[src/design/eeprom_host_pkg.sv]
// Functional notes
// - write is strobe low, select low, drive high
// - host writes next byte within window
// - host keeps page bits fixed per load
// - three-byte sequence enables lock
// - locked writes need sequence before data
// - command bytes follow page-load timing
// - id area reached with id line high
package eeprom_host_pkg;
   // =====================================================
   // bus and memory geometry
   localparam int ADDR_W = 17;
   localparam int DATA_W = 8;
   localparam int PAGE_LSB = 7;
   localparam int SEQ_LEN = 3;
   localparam int TMR_W = 24;
   // =====================================================
   // register map, byte addresses
   localparam logic [7:0] OFS_CTRL = 8'h00;
   localparam logic [7:0] OFS_CMD = 8'h04;
   localparam logic [7:0] OFS_ADDR = 8'h08;
   localparam logic [7:0] OFS_WDATA = 8'h0C;
   localparam logic [7:0] OFS_RDATA = 8'h10;
   localparam logic [7:0] OFS_STATUS = 8'h14;
   // ctrl fields
   localparam int CTRL_ID_BIT = 0;
   localparam int CTRL_LOCK_BIT = 1;
   // status fields
   localparam int ST_BUSY_BIT = 0;
   localparam int ST_POR_BIT = 1;
   localparam int ST_LOAD_BIT = 2;
   localparam int ST_DONE_BIT = 3;
   localparam int ST_REFUSED_BIT = 4;
   localparam int ST_LOCK_BIT = 5;
   // =====================================================
   // command opcodes, low bits of the command register
   typedef enum logic [2:0] {
      OP_NONE = 3'b000,
      OP_READ = 3'b001,
      OP_WRITE = 3'b010,
      OP_POLL = 3'b011,
      OP_LOCK_ON = 3'b100,
      OP_LOCK_OFF = 3'b101
   } op_type;
   // =====================================================
   // timing in printed units, cycles derived from the clock
   localparam int CLK_NS = 50;
   localparam int WP_NS = 100;
   localparam int WPH_NS = 50;
   localparam int ACC_NS = 120;
   localparam int BLW_US = 150;
   localparam int POR_MS = 5;
   localparam int PROG_MS = 10;
   localparam int WP_CYC = (WP_NS + CLK_NS - 1) / CLK_NS;
   localparam int WPH_CYC = (WPH_NS + CLK_NS - 1) / CLK_NS;
   localparam int ACC_CYC = (ACC_NS + CLK_NS - 1) / CLK_NS;
   localparam int BLW_CYC = (BLW_US * 1000) / CLK_NS;
   localparam int POR_CYC = (POR_MS * 1000000) / CLK_NS;
   localparam int PROG_CYC = (PROG_MS * 1000000) / CLK_NS;
   // =====================================================
   // pins toward the memory, bundled
   typedef struct packed {
      logic [ADDR_W-1:0] addr;
      logic ce_n;
      logic oe_n;
      logic we_n;
      logic [DATA_W-1:0] dq_out;
      logic dq_oe;
      logic id_hv;
   } mem_pins_type;
endpackage

[src/design/eeprom_host.sv]
// Added by the designer: the APB slave port and the address map.
`timescale 1ns/1ps
module eeprom_host
   import eeprom_host_pkg::*;
#(
   parameter int POR_CYCLES = POR_CYC,
   parameter int PROG_CYCLES = PROG_CYC,
   parameter logic [SEQ_LEN-1:0][ADDR_W-1:0] ON_ADDR =
      {17'h00003, 17'h00002, 17'h00001},
   parameter logic [SEQ_LEN-1:0][DATA_W-1:0] ON_DATA =
      {8'h03, 8'h02, 8'h01},
   parameter logic [SEQ_LEN-1:0][ADDR_W-1:0] OFF_ADDR =
      {17'h00006, 17'h00005, 17'h00004},
   parameter logic [SEQ_LEN-1:0][DATA_W-1:0] OFF_DATA =
      {8'h06, 8'h05, 8'h04}
) (
   input wire logic clk,
   input wire logic reset,
   input wire logic psel,
   input wire logic penable,
   input wire logic pwrite,
   input wire logic [7:0] paddr,
   input wire logic [31:0] pwdata,
   output logic [31:0] prdata,
   output logic pready,
   output logic pslverr,
   input wire logic [DATA_W-1:0] dq_in,
   output mem_pins_type pins
);
   // timers are TMR_W wide; larger counts would wrap silently
   if (POR_CYCLES < 1 || POR_CYCLES >= (1 << TMR_W) ||
       PROG_CYCLES < 1 || PROG_CYCLES >= (1 << TMR_W)) begin : g_bad_timer
      $error("timer parameters out of range");
   end

   typedef enum logic [2:0] {
      S_IDLE = 3'b000,
      S_SETUP = 3'b001,
      S_STROBE = 3'b010,
      S_RECOVER = 3'b011,
      S_READ = 3'b100,
      S_GAP = 3'b101,
      S_PROG = 3'b110
   } state_type;

   // =====================================================
   // registers
   state_type state_reg;
   logic [TMR_W-1:0] cnt_reg, por_reg, win_reg;
   logic [ADDR_W-1:0] addr_reg, cur_addr_reg, page_reg;
   logic [DATA_W-1:0] wdata_reg, cur_data_reg, rdata_reg, last_data_reg;
   logic [1:0] idx_reg;
   logic id_reg, lock_reg, poll_reg, seq_reg, lock_op_reg, on_op_reg;
   logic done_reg, refused_reg, prev6_reg, prev_ok_reg;

   // =====================================================
   // apb decode, zero wait states
   wire acc = psel & penable;
   wire wr = acc & pwrite;
   wire hit_ctrl = paddr == OFS_CTRL;
   wire hit_cmd = paddr == OFS_CMD;
   wire hit_addr = paddr == OFS_ADDR;
   wire hit_wdata = paddr == OFS_WDATA;
   wire hit_rdata = paddr == OFS_RDATA;
   wire hit_status = paddr == OFS_STATUS;
   wire mapped = hit_ctrl | hit_cmd | hit_addr | hit_wdata | hit_rdata |
                 hit_status;
   wire busy = state_reg != S_IDLE;
   wire por_done = por_reg == '0;
   wire load_open = win_reg != '0;
   wire [2:0] op = pwdata[2:0];
   wire go = wr & hit_cmd & ~busy;
   wire [31:0] status_word = {26'h0, lock_reg, refused_reg, done_reg,
                              load_open, por_done, busy};
   assign pready = 1'b1;
   assign pslverr = acc & ~mapped;
   assign prdata = !acc ? 32'h0 :
                   hit_ctrl ? {30'h0, lock_reg, id_reg} :
                   hit_addr ? {15'h0, addr_reg} :
                   hit_wdata ? {24'h0, wdata_reg} :
                   hit_rdata ? {24'h0, rdata_reg} :
                   hit_status ? status_word : 32'h0;

   // a write that leaves the open page is refused until the load window closes
   wire page_clash = load_open &&
                     addr_reg[ADDR_W-1:PAGE_LSB] !=
                     page_reg[ADDR_W-1:PAGE_LSB];
   // unlock prefix needed once per page load when locked
   wire need_prefix = lock_reg & ~load_open;
   wire write_ok = por_done & ~page_clash;
   wire last_byte = seq_reg ? idx_reg == 2'(SEQ_LEN - 1)
                            : idx_reg == 2'(SEQ_LEN);
   wire [1:0] idx_inc = idx_reg + 2'h1;
   wire [ADDR_W-1:0] nxt_addr = idx_inc == 2'(SEQ_LEN) ? addr_reg :
      (on_op_reg ? ON_ADDR[idx_inc] : OFF_ADDR[idx_inc]);
   wire [DATA_W-1:0] nxt_data = idx_inc == 2'(SEQ_LEN) ? wdata_reg :
      (on_op_reg ? ON_DATA[idx_inc] : OFF_DATA[idx_inc]);
   // polling ends when bit six holds still and bit seven matches the last written byte
   wire poll_end = prev_ok_reg && dq_in[6] == prev6_reg &&
                   dq_in[7] == last_data_reg[7];
   wire cnt_end = cnt_reg <= TMR_W'(1);

   // =====================================================
   // control pins decoded from state; address, data and id line from flops
   assign pins.addr = cur_addr_reg;
   assign pins.dq_out = cur_data_reg;
   assign pins.ce_n = ~(state_reg == S_SETUP || state_reg == S_STROBE ||
                        state_reg == S_READ);
   assign pins.oe_n = state_reg != S_READ;
   assign pins.we_n = state_reg != S_STROBE;
   assign pins.dq_oe = state_reg == S_SETUP || state_reg == S_STROBE ||
                       state_reg == S_RECOVER;
   assign pins.id_hv = id_reg;

   // =====================================================
   // software registers: id, address and write data
   always_ff @(posedge clk) begin
      if (reset) begin
         id_reg <= 1'b0;
         addr_reg <= '0;
         wdata_reg <= '0;
      end else begin
         if (wr && hit_ctrl) id_reg <= pwdata[CTRL_ID_BIT];
         if (wr && hit_addr && !busy) addr_reg <= pwdata[ADDR_W-1:0];
         if (wr && hit_wdata && !busy) wdata_reg <= pwdata[DATA_W-1:0];
      end
   end

   // =====================================================
   // power-on hold-off and byte-load window timers
   always_ff @(posedge clk) begin
      if (reset) begin
         por_reg <= TMR_W'(POR_CYCLES);
         win_reg <= '0;
      end else begin
         if (!por_done) por_reg <= por_reg - TMR_W'(1);
         // window restarts at each strobe release
         if (state_reg == S_STROBE && cnt_end)
            win_reg <= TMR_W'(BLW_CYC);
         else if (load_open)
            win_reg <= win_reg - TMR_W'(1);
      end
   end

   // =====================================================
   // sequencer
   always_ff @(posedge clk) begin
      if (reset) begin
         state_reg <= S_IDLE;
         cnt_reg <= '0;
         cur_addr_reg <= '0;
         cur_data_reg <= '0;
         rdata_reg <= '0;
         last_data_reg <= '0;
         page_reg <= '0;
         idx_reg <= '0;
         lock_reg <= 1'b0;
         poll_reg <= 1'b0;
         seq_reg <= 1'b0;
         lock_op_reg <= 1'b0;
         on_op_reg <= 1'b0;
         done_reg <= 1'b0;
         refused_reg <= 1'b0;
         prev6_reg <= 1'b0;
         prev_ok_reg <= 1'b0;
      end else begin
         // device lock is nonvolatile; software states it after boot
         if (wr && hit_ctrl && !busy)
            lock_reg <= pwdata[CTRL_LOCK_BIT];
         unique case (state_reg)
            S_IDLE: begin
               if (go && op == OP_READ) begin
                  cur_addr_reg <= addr_reg;
                  poll_reg <= 1'b0;
                  cnt_reg <= TMR_W'(ACC_CYC);
                  state_reg <= S_READ;
               end else if (go && op == OP_POLL) begin
                  cur_addr_reg <= page_reg;
                  poll_reg <= 1'b1;
                  prev_ok_reg <= 1'b0;
                  done_reg <= 1'b0;
                  cnt_reg <= TMR_W'(ACC_CYC);
                  state_reg <= S_READ;
               end else if (go && op == OP_WRITE) begin
                  if (write_ok) begin
                     // a prefixed load opens on the data byte's page
                     if (need_prefix) page_reg <= addr_reg;
                     seq_reg <= 1'b0;
                     on_op_reg <= 1'b1;
                     idx_reg <= need_prefix ? 2'h0 : 2'(SEQ_LEN);
                     cur_addr_reg <= need_prefix ? ON_ADDR[0] : addr_reg;
                     cur_data_reg <= need_prefix ? ON_DATA[0] : wdata_reg;
                     done_reg <= 1'b0;
                     state_reg <= S_SETUP;
                  end else begin
                     refused_reg <= 1'b1;
                  end
               end else if (go && (op == OP_LOCK_ON ||
                                   op == OP_LOCK_OFF)) begin
                  if (por_done && !load_open) begin
                     seq_reg <= 1'b1;
                     on_op_reg <= op == OP_LOCK_ON;
                     idx_reg <= 2'h0;
                     cur_addr_reg <= op == OP_LOCK_ON ? ON_ADDR[0]
                                                      : OFF_ADDR[0];
                     cur_data_reg <= op == OP_LOCK_ON ? ON_DATA[0]
                                                      : OFF_DATA[0];
                     state_reg <= S_SETUP;
                  end else begin
                     refused_reg <= 1'b1;
                  end
               end else if (wr && hit_status && pwdata[ST_REFUSED_BIT]) begin
                  refused_reg <= 1'b0;
               end
            end
            S_SETUP: begin
               cnt_reg <= TMR_W'(WP_CYC);
               state_reg <= S_STROBE;
            end
            S_STROBE: begin
               cnt_reg <= cnt_reg - TMR_W'(1);
               if (cnt_end) begin
                  cnt_reg <= TMR_W'(WPH_CYC);
                  state_reg <= S_RECOVER;
               end
            end
            S_RECOVER: begin
               cnt_reg <= cnt_reg - TMR_W'(1);
               if (cnt_end) begin
                  if (!last_byte) begin
                     // next byte follows well inside the window
                     idx_reg <= idx_inc;
                     cur_addr_reg <= nxt_addr;
                     cur_data_reg <= nxt_data;
                     state_reg <= S_SETUP;
                  end else if (seq_reg) begin
                     cnt_reg <= TMR_W'(PROG_CYCLES);
                     state_reg <= S_PROG;
                  end else begin
                     page_reg <= addr_reg;
                     last_data_reg <= wdata_reg;
                     state_reg <= S_IDLE;
                  end
               end
            end
            S_READ: begin
               cnt_reg <= cnt_reg - TMR_W'(1);
               if (cnt_end) begin
                  rdata_reg <= dq_in;
                  prev6_reg <= dq_in[6];
                  prev_ok_reg <= 1'b1;
                  if (poll_reg && !poll_end) begin
                     state_reg <= S_GAP;
                  end else begin
                     done_reg <= poll_reg;
                     state_reg <= S_IDLE;
                  end
               end
            end
            S_GAP: begin
               cnt_reg <= TMR_W'(ACC_CYC);
               state_reg <= S_READ;
            end
            S_PROG: begin
               // lock takes hold only once the timer has run out
               cnt_reg <= cnt_reg - TMR_W'(1);
               if (cnt_end) begin
                  lock_reg <= on_op_reg;
                  state_reg <= S_IDLE;
               end
            end
            default: state_reg <= S_IDLE;
         endcase
      end
   end
endmodule

[config.mk]
export PLATFORM = sky130hd
export DESIGN_NAME = eeprom_host
export DESIGN_NICKNAME = d
export VERILOG_FILES = /design/src/design/eeprom_host_pkg.sv /design/src/design/eeprom_host.sv
export SDC_FILE = /design/constraint.sdc
export NUM_CORES = 1
export LEC_CHECK = 0
export BUFFER_PORTS_ARGS = -buffer_cell sky130_fd_sc_hd__clkbuf_2
export CAP_MARGIN = 0
export CORE_MARGIN = 1.5
export CORE_UTILIZATION = 50
export CTS_BUF_LIST = sky130_fd_sc_hd__clkbuf_8
export DETAILED_ROUTE_END_ITERATION = 10
export GPL_TIMING_DRIVEN = 0
export PLACE_DENSITY = 0.72
export RECOVER_POWER = 50
export REMOVE_ABC_BUFFERS = 1
export SLEW_MARGIN = 10
export SYNTH_ARGS = -nofsm -noshare
export SYNTH_HDL_FRONTEND = slang
export SYNTH_SLANG_ARGS = --single-unit
[constraint.sdc]
create_clock -name clk -period 5.6 [get_ports clk]
set_clock_uncertainty 0.05 [all_clocks]
set_input_delay 1.12 -clock clk [delete_from_list [all_inputs] [get_ports clk]]
set_output_delay 1.12 -clock clk [all_outputs]
set_load 0.02 [all_outputs]
## After elaboration in Yosys (flattened, before gate mapping)

Cells that the tools add are included.

- $add $sub $neg: 4
- Multiply operators: 0
- Div/mod/pow operators: 0
- Magnitude comparators: 2
- Equality and inequality tests: 50
- Shift-type cells: 0
- Muxes and demuxes: 111
- Bitwise operators: 20
- Reductions and logical operators: 52

Operators with widths:

| operator | number |
|---|---|
| 17-bit 2-to-1 mux | 24 |
| 24-bit 2-to-1 mux | 6 |
| 24-bit case mux with 6 select lines | 1 |
| 8-bit 2-to-1 mux | 15 |
| 24-bit by 1-bit subtractor with 24-bit output, second input constant | 3 |
| 17-bit binary-select mux with 2-bit select | 2 |
| 17-bit case mux with 2 select lines | 2 |
| 3-bit 2-to-1 mux | 15 |
| 8-bit binary-select mux with 2-bit select | 2 |
| 2-bit inequality test, second input constant | 16 |
| 1-bit 2-to-1 mux | 27 |
| 24-bit by 1-bit less-or-equal comparator with 1-bit output, second input constant | 1 |
| 24-bit logical NOT | 1 |
| 12-bit 2-to-1 mux | 2 |
| 3-bit inequality test, second input constant | 8 |
| 6-bit AND reduction | 4 |
| 24-bit nonzero test | 1 |
| 3-bit case mux with 7 select lines | 1 |
| 1-bit logical AND | 18 |
| 2-bit 2-to-1 mux | 9 |
| 8-bit by 4-bit == test with 1-bit output, second input constant | 2 |
| 8-bit by 5-bit == test with 1-bit output, second input constant | 2 |
| 8-bit case mux with 2 select lines | 1 |
| 3-bit == test, second input constant | 5 |
| other kinds (29) | 71 |

- Bits in registers: 169
- Latch bits: 0
- Memory bits (writable): 0
- ROM bits: 0
- Input bits: 53
- Word-level logic and storage cells: 261
- Memories: 0

## Depth between registers and ports, before layout

- Depth after elaboration: 10
- Gate-level depth with buffers: 11

## Worst setup path before layout

OpenSTA, ideal clock, no wires.

- Path type: input port to output port
- Start: input port paddr[4]
- End: output port prdata[10]
- Arrival: 2.915 ns
- Path slack: 1.515 ns
- Cell stages on the path: 5
- Path buffers: 0
- Cell sequence: or4_4 nor3_1 nand2_1 nor3_1 and2_1

- Word-level cells in the longest chain between the ends: 4

Ends and longest elaborated chain:

| what | line | source |
|---|---|---|
| from (decl) | eeprom_host.sv:22 | `input wire logic [7:0] paddr,` |
| 8-bit by 4-bit == test with 1-bit output | eeprom_host.sv:62 | `wire hit_addr = paddr == OFS_ADDR;` |
| 17-bit 2-to-1 mux | eeprom_host.sv:79 | `hit_addr ? {15'h0, addr_reg} :` |
| 17-bit 2-to-1 mux * | eeprom_host.sv:78 | `hit_ctrl ? {30'h0, lock_reg, id_reg} :` |
| 17-bit 2-to-1 mux * | eeprom_host.sv:77 | `assign prdata = !acc ? 32'h0 :` |
| to (decl) | eeprom_host.sv:24 | `output logic [31:0] prdata,` |

Every way passes the cells marked *; elsewhere a longest branch is shown, timed or not.

## Worst setup path after layout

- Start: input port paddr[4]
- End: output port prdata[8]

The elaborated chain is that of the path after synthesis.

==> impl_metrics.toml <==
[outcome]
status = "complete, but fails checks"
violations = "max-capacitance violations, max-slew violations"

[worst_setup_path]
reg2reg_slack_ps = 1330
crit_top_cell = "nor3_1"
rr_worst_depth = 7
cp_data_arrival_time_ps = 3890
cpMaxStageDelayCell = "nor3_1"
critPathLaunchType = "primary input"
required_ps = 4430
end_kind = "output port"
crit_path_cell_trace = "clkbuf_1 -> or4_1 -> nor3_1 -> nand2_1 -> nor3_1 -> and2_1 -> clkbuf_2"
cp_slowest_stage_delay_ps = 860
worstPathMaxFanout = 9
critPathKind = "in2out"

[drt]
vias_per_cell = 5.806
highest-signal-layer = "met4"
via_count = 7652
routed_wirelength_um = 21340
routed-wl-met3_um = 1345
postRouteAntennaNets = 0
wl_met2_um = 9628
dr.pass1.iters = 6
wire_per_inst_um = 16.19
drt-initial-drc-count = 839
drc = 0
wl_met1_um = 10070

[cells_and_area]
final_common_cell = "nor2_1"
final_cell_mix = "nor2_1, dfxtp_1, nand2_1"
finalNetCount = 1148
syn_to_final_growth_pct = 8.711
antenna_cells = 0
drive_above_1_share = 0.1047

[die]
fp.dieW_um = 134.4
die_area_um2 = 18060
die_h_um = 134.4
core_area_um2 = 16700
start_util = 0.5169
ios = 117
row_count = 47

[power_and_ir_drop]
p_int_mw = 2.326
pwr-share-seq = 0.362
worst_ir_drop_vdd_uv = 243.5
p_per_area_nw_per_um2 = 437.6
p_sw_mw = 1.781
totalPowerFinal_mw = 4.107
comb_power_share = 0.444
switching_share = 0.4336
clockPowerShare = 0.194
leakagePower_nw = 3.525

[placement]
place_congestion = 0.8542
port_buffers = 85
place_worst_setup_slack_ps = 544.8
hpwl_um = 14780

[timing]
fmax_mhz = 197.5
hold_violations = 0
timing.final.crit_period_ps = 5063
max-slew-margin-rel = -0.3380
drv_slew = 11
worst_pin_slew_ps = 1981
finalCritPeriodShare = 0.9041
setup_viol = 0
rsz0062_at_grt = "false"
layout_setup_ws_ps = 536.8

[synth]
synth-seq-cells = 161
ys_types = 78
syn_inst = 1031
syn_avg_cell_area_um2 = 8.372
ys_warn_count = 0
synth.yosys.seq_area_share = 0.3734
synth_edf_count = 0
synthFlopType = "dfxtp_1"
synth.cell_area_um2 = 8632
synthArstFlopShare = 0

[cts]
cts_sinks = 161
numCtsBuffers = 17
cts_buffer_depth = 2
cts_setup_buffers = 0
clk_pin_slew_ps = 90
holdBufCountCts = 0
htree_levels = 4
clock_latency_ps = 470
cts_tree = "built"
cts_resized = 0
cts_root_buffer = "clkbuf_8"

[grt]
grt_usage = 0.2449
grt_remaining_overflow = 0
grt_pass1_vias = 7151
grt_pass1_wl_um = 35890
antenna_found_initial = 0
grt_start_max_net_pins = 48

[min_path]
min-delay-path-class = "reg2reg"
hold_depth = 2

[job]
maxCapViolCount = 1
## cells in the mapped netlist, types with 3 or more instances
| library cell | instances | area share |
|---|---|---|
| or4_1 | 10 | 0.0087 |
| nor2_1 | 164 | 0.071 |
| o22ai_1 | 3 | 0.0022 |
| dfxtp_1 | 161 | 0.37 |
| inv_1 | 14 | 0.0061 |
| a2111oi_0 | 3 | 0.0030 |
| nand3_1 | 38 | 0.022 |
| buf_2 | 7 | 0.0041 |
| mux2i_1 | 68 | 0.079 |
| nand3b_1 | 5 | 0.0043 |
| nor3_1 | 30 | 0.017 |
| a221o_1 | 16 | 0.019 |
| a31oi_1 | 20 | 0.014 |
| or3_1 | 11 | 0.0080 |
| and2_1 | 14 | 0.010 |
| nor2b_1 | 9 | 0.0065 |
| clkbuf_1 | 42 | 0.018 |
| nor4_1 | 13 | 0.0094 |
| a221oi_1 | 4 | 0.0041 |
| or4_4 | 3 | 0.0039 |
| a222oi_1 | 4 | 0.0046 |
| a22o_1 | 9 | 0.0091 |
| ha_1 | 10 | 0.014 |
| xnor2_1 | 31 | 0.031 |
| and3_1 | 6 | 0.0043 |
| o21ai_0 | 46 | 0.027 |
| buf_4 | 19 | 0.017 |
| o2111ai_1 | 3 | 0.0030 |
| mux2_2 | 4 | 0.0052 |
| a21oi_1 | 36 | 0.021 |
| nand2_1 | 97 | 0.042 |
| nand4_1 | 13 | 0.0094 |
| a311oi_1 | 3 | 0.0030 |
| a211oi_1 | 7 | 0.0061 |
| nor4_4 | 5 | 0.012 |
| nand2b_1 | 8 | 0.0058 |
| xor2_1 | 36 | 0.037 |
| a21o_1 | 5 | 0.0043 |
## critical path: cells and delay by family
family | cells | cell delay, ps
buf+inv | 2 | 270
simple gates | 5 | 2500
## final timing paths
kind                                     start                            to
setup / recovery                      paddr[4]                     prdata[8]
hold / removal    cur_data_reg[1]$_SDFFE_PP0P_  cur_data_reg[1]$_SDFFE_PP0P_
hold reg to reg   cur_data_reg[1]$_SDFFE_PP0P_  cur_data_reg[1]$_SDFFE_PP0P_
setup reg to reg      por_reg[16]$_SDFFE_PP1P_     page_reg[16]$_SDFFE_PP0P_
## metrics by stage
stage	std cells	setup TNS, ps	area, um2	hold WS [ps]	util
after global routing	1318	0	9384	441.8	0.5619
after detailed placement	1286	0	9155	396.9	0.5482
final	1318	0	9384	412.1	0.5619
after floorplan	973	0	8310	379.5	-
after CTS	1318	0	9520	415.4	0.5700
after global placement	1278	-29300	9011	389.4	0.5396
## layer usage
metal | vias up | GRT usage
met5 | - | 0
met3 | 24 | 0.04989
met2 | 255 | 0.3849
met4 | 0 | 0.06810
li1 | 3752 | -
met1 | 3621 | 0.3411
## area by class of cell
type | instances | area [um2]
flip-flops and latches | 161 | 3223
repair buffers | 93 | 491.7
clock buffers | 19 | 261.5
multi-input cells | 797 | 4971
well taps | 220 | 275.3
inverters | 15 | 57.56
fillers | 1613 | 7317
clock inverters | 13 | 103.9
## power groups by stage
| stage | registers [mW] | logic (mW) | clock network (mW) |
|---|---|---|---|
| after floorplan | 1.47 | 1.41 | 0 |
| after detailed placement | 1.51 | 1.82 | 0 |
| after CTS | 1.48 | 1.83 | 0.816 |
| after global routing | 1.52 | 2.04 | 0.865 |
| after global placement | 1.50 | 1.77 | 0 |
| final | 1.49 | 1.82 | 0.797 |
## kinds of logic after synthesis
kind of cell | share of synthesized area
compound gates | 0.1460
xor+xnor | 0.06798
fa+ha+maj | 0.01449
buf+inv | 0.04986
flops | 0.3734
mux | 0.08407
other cells | 0.0008700
simple gates | 0.2634
Power figures use the tool's default switching activity.
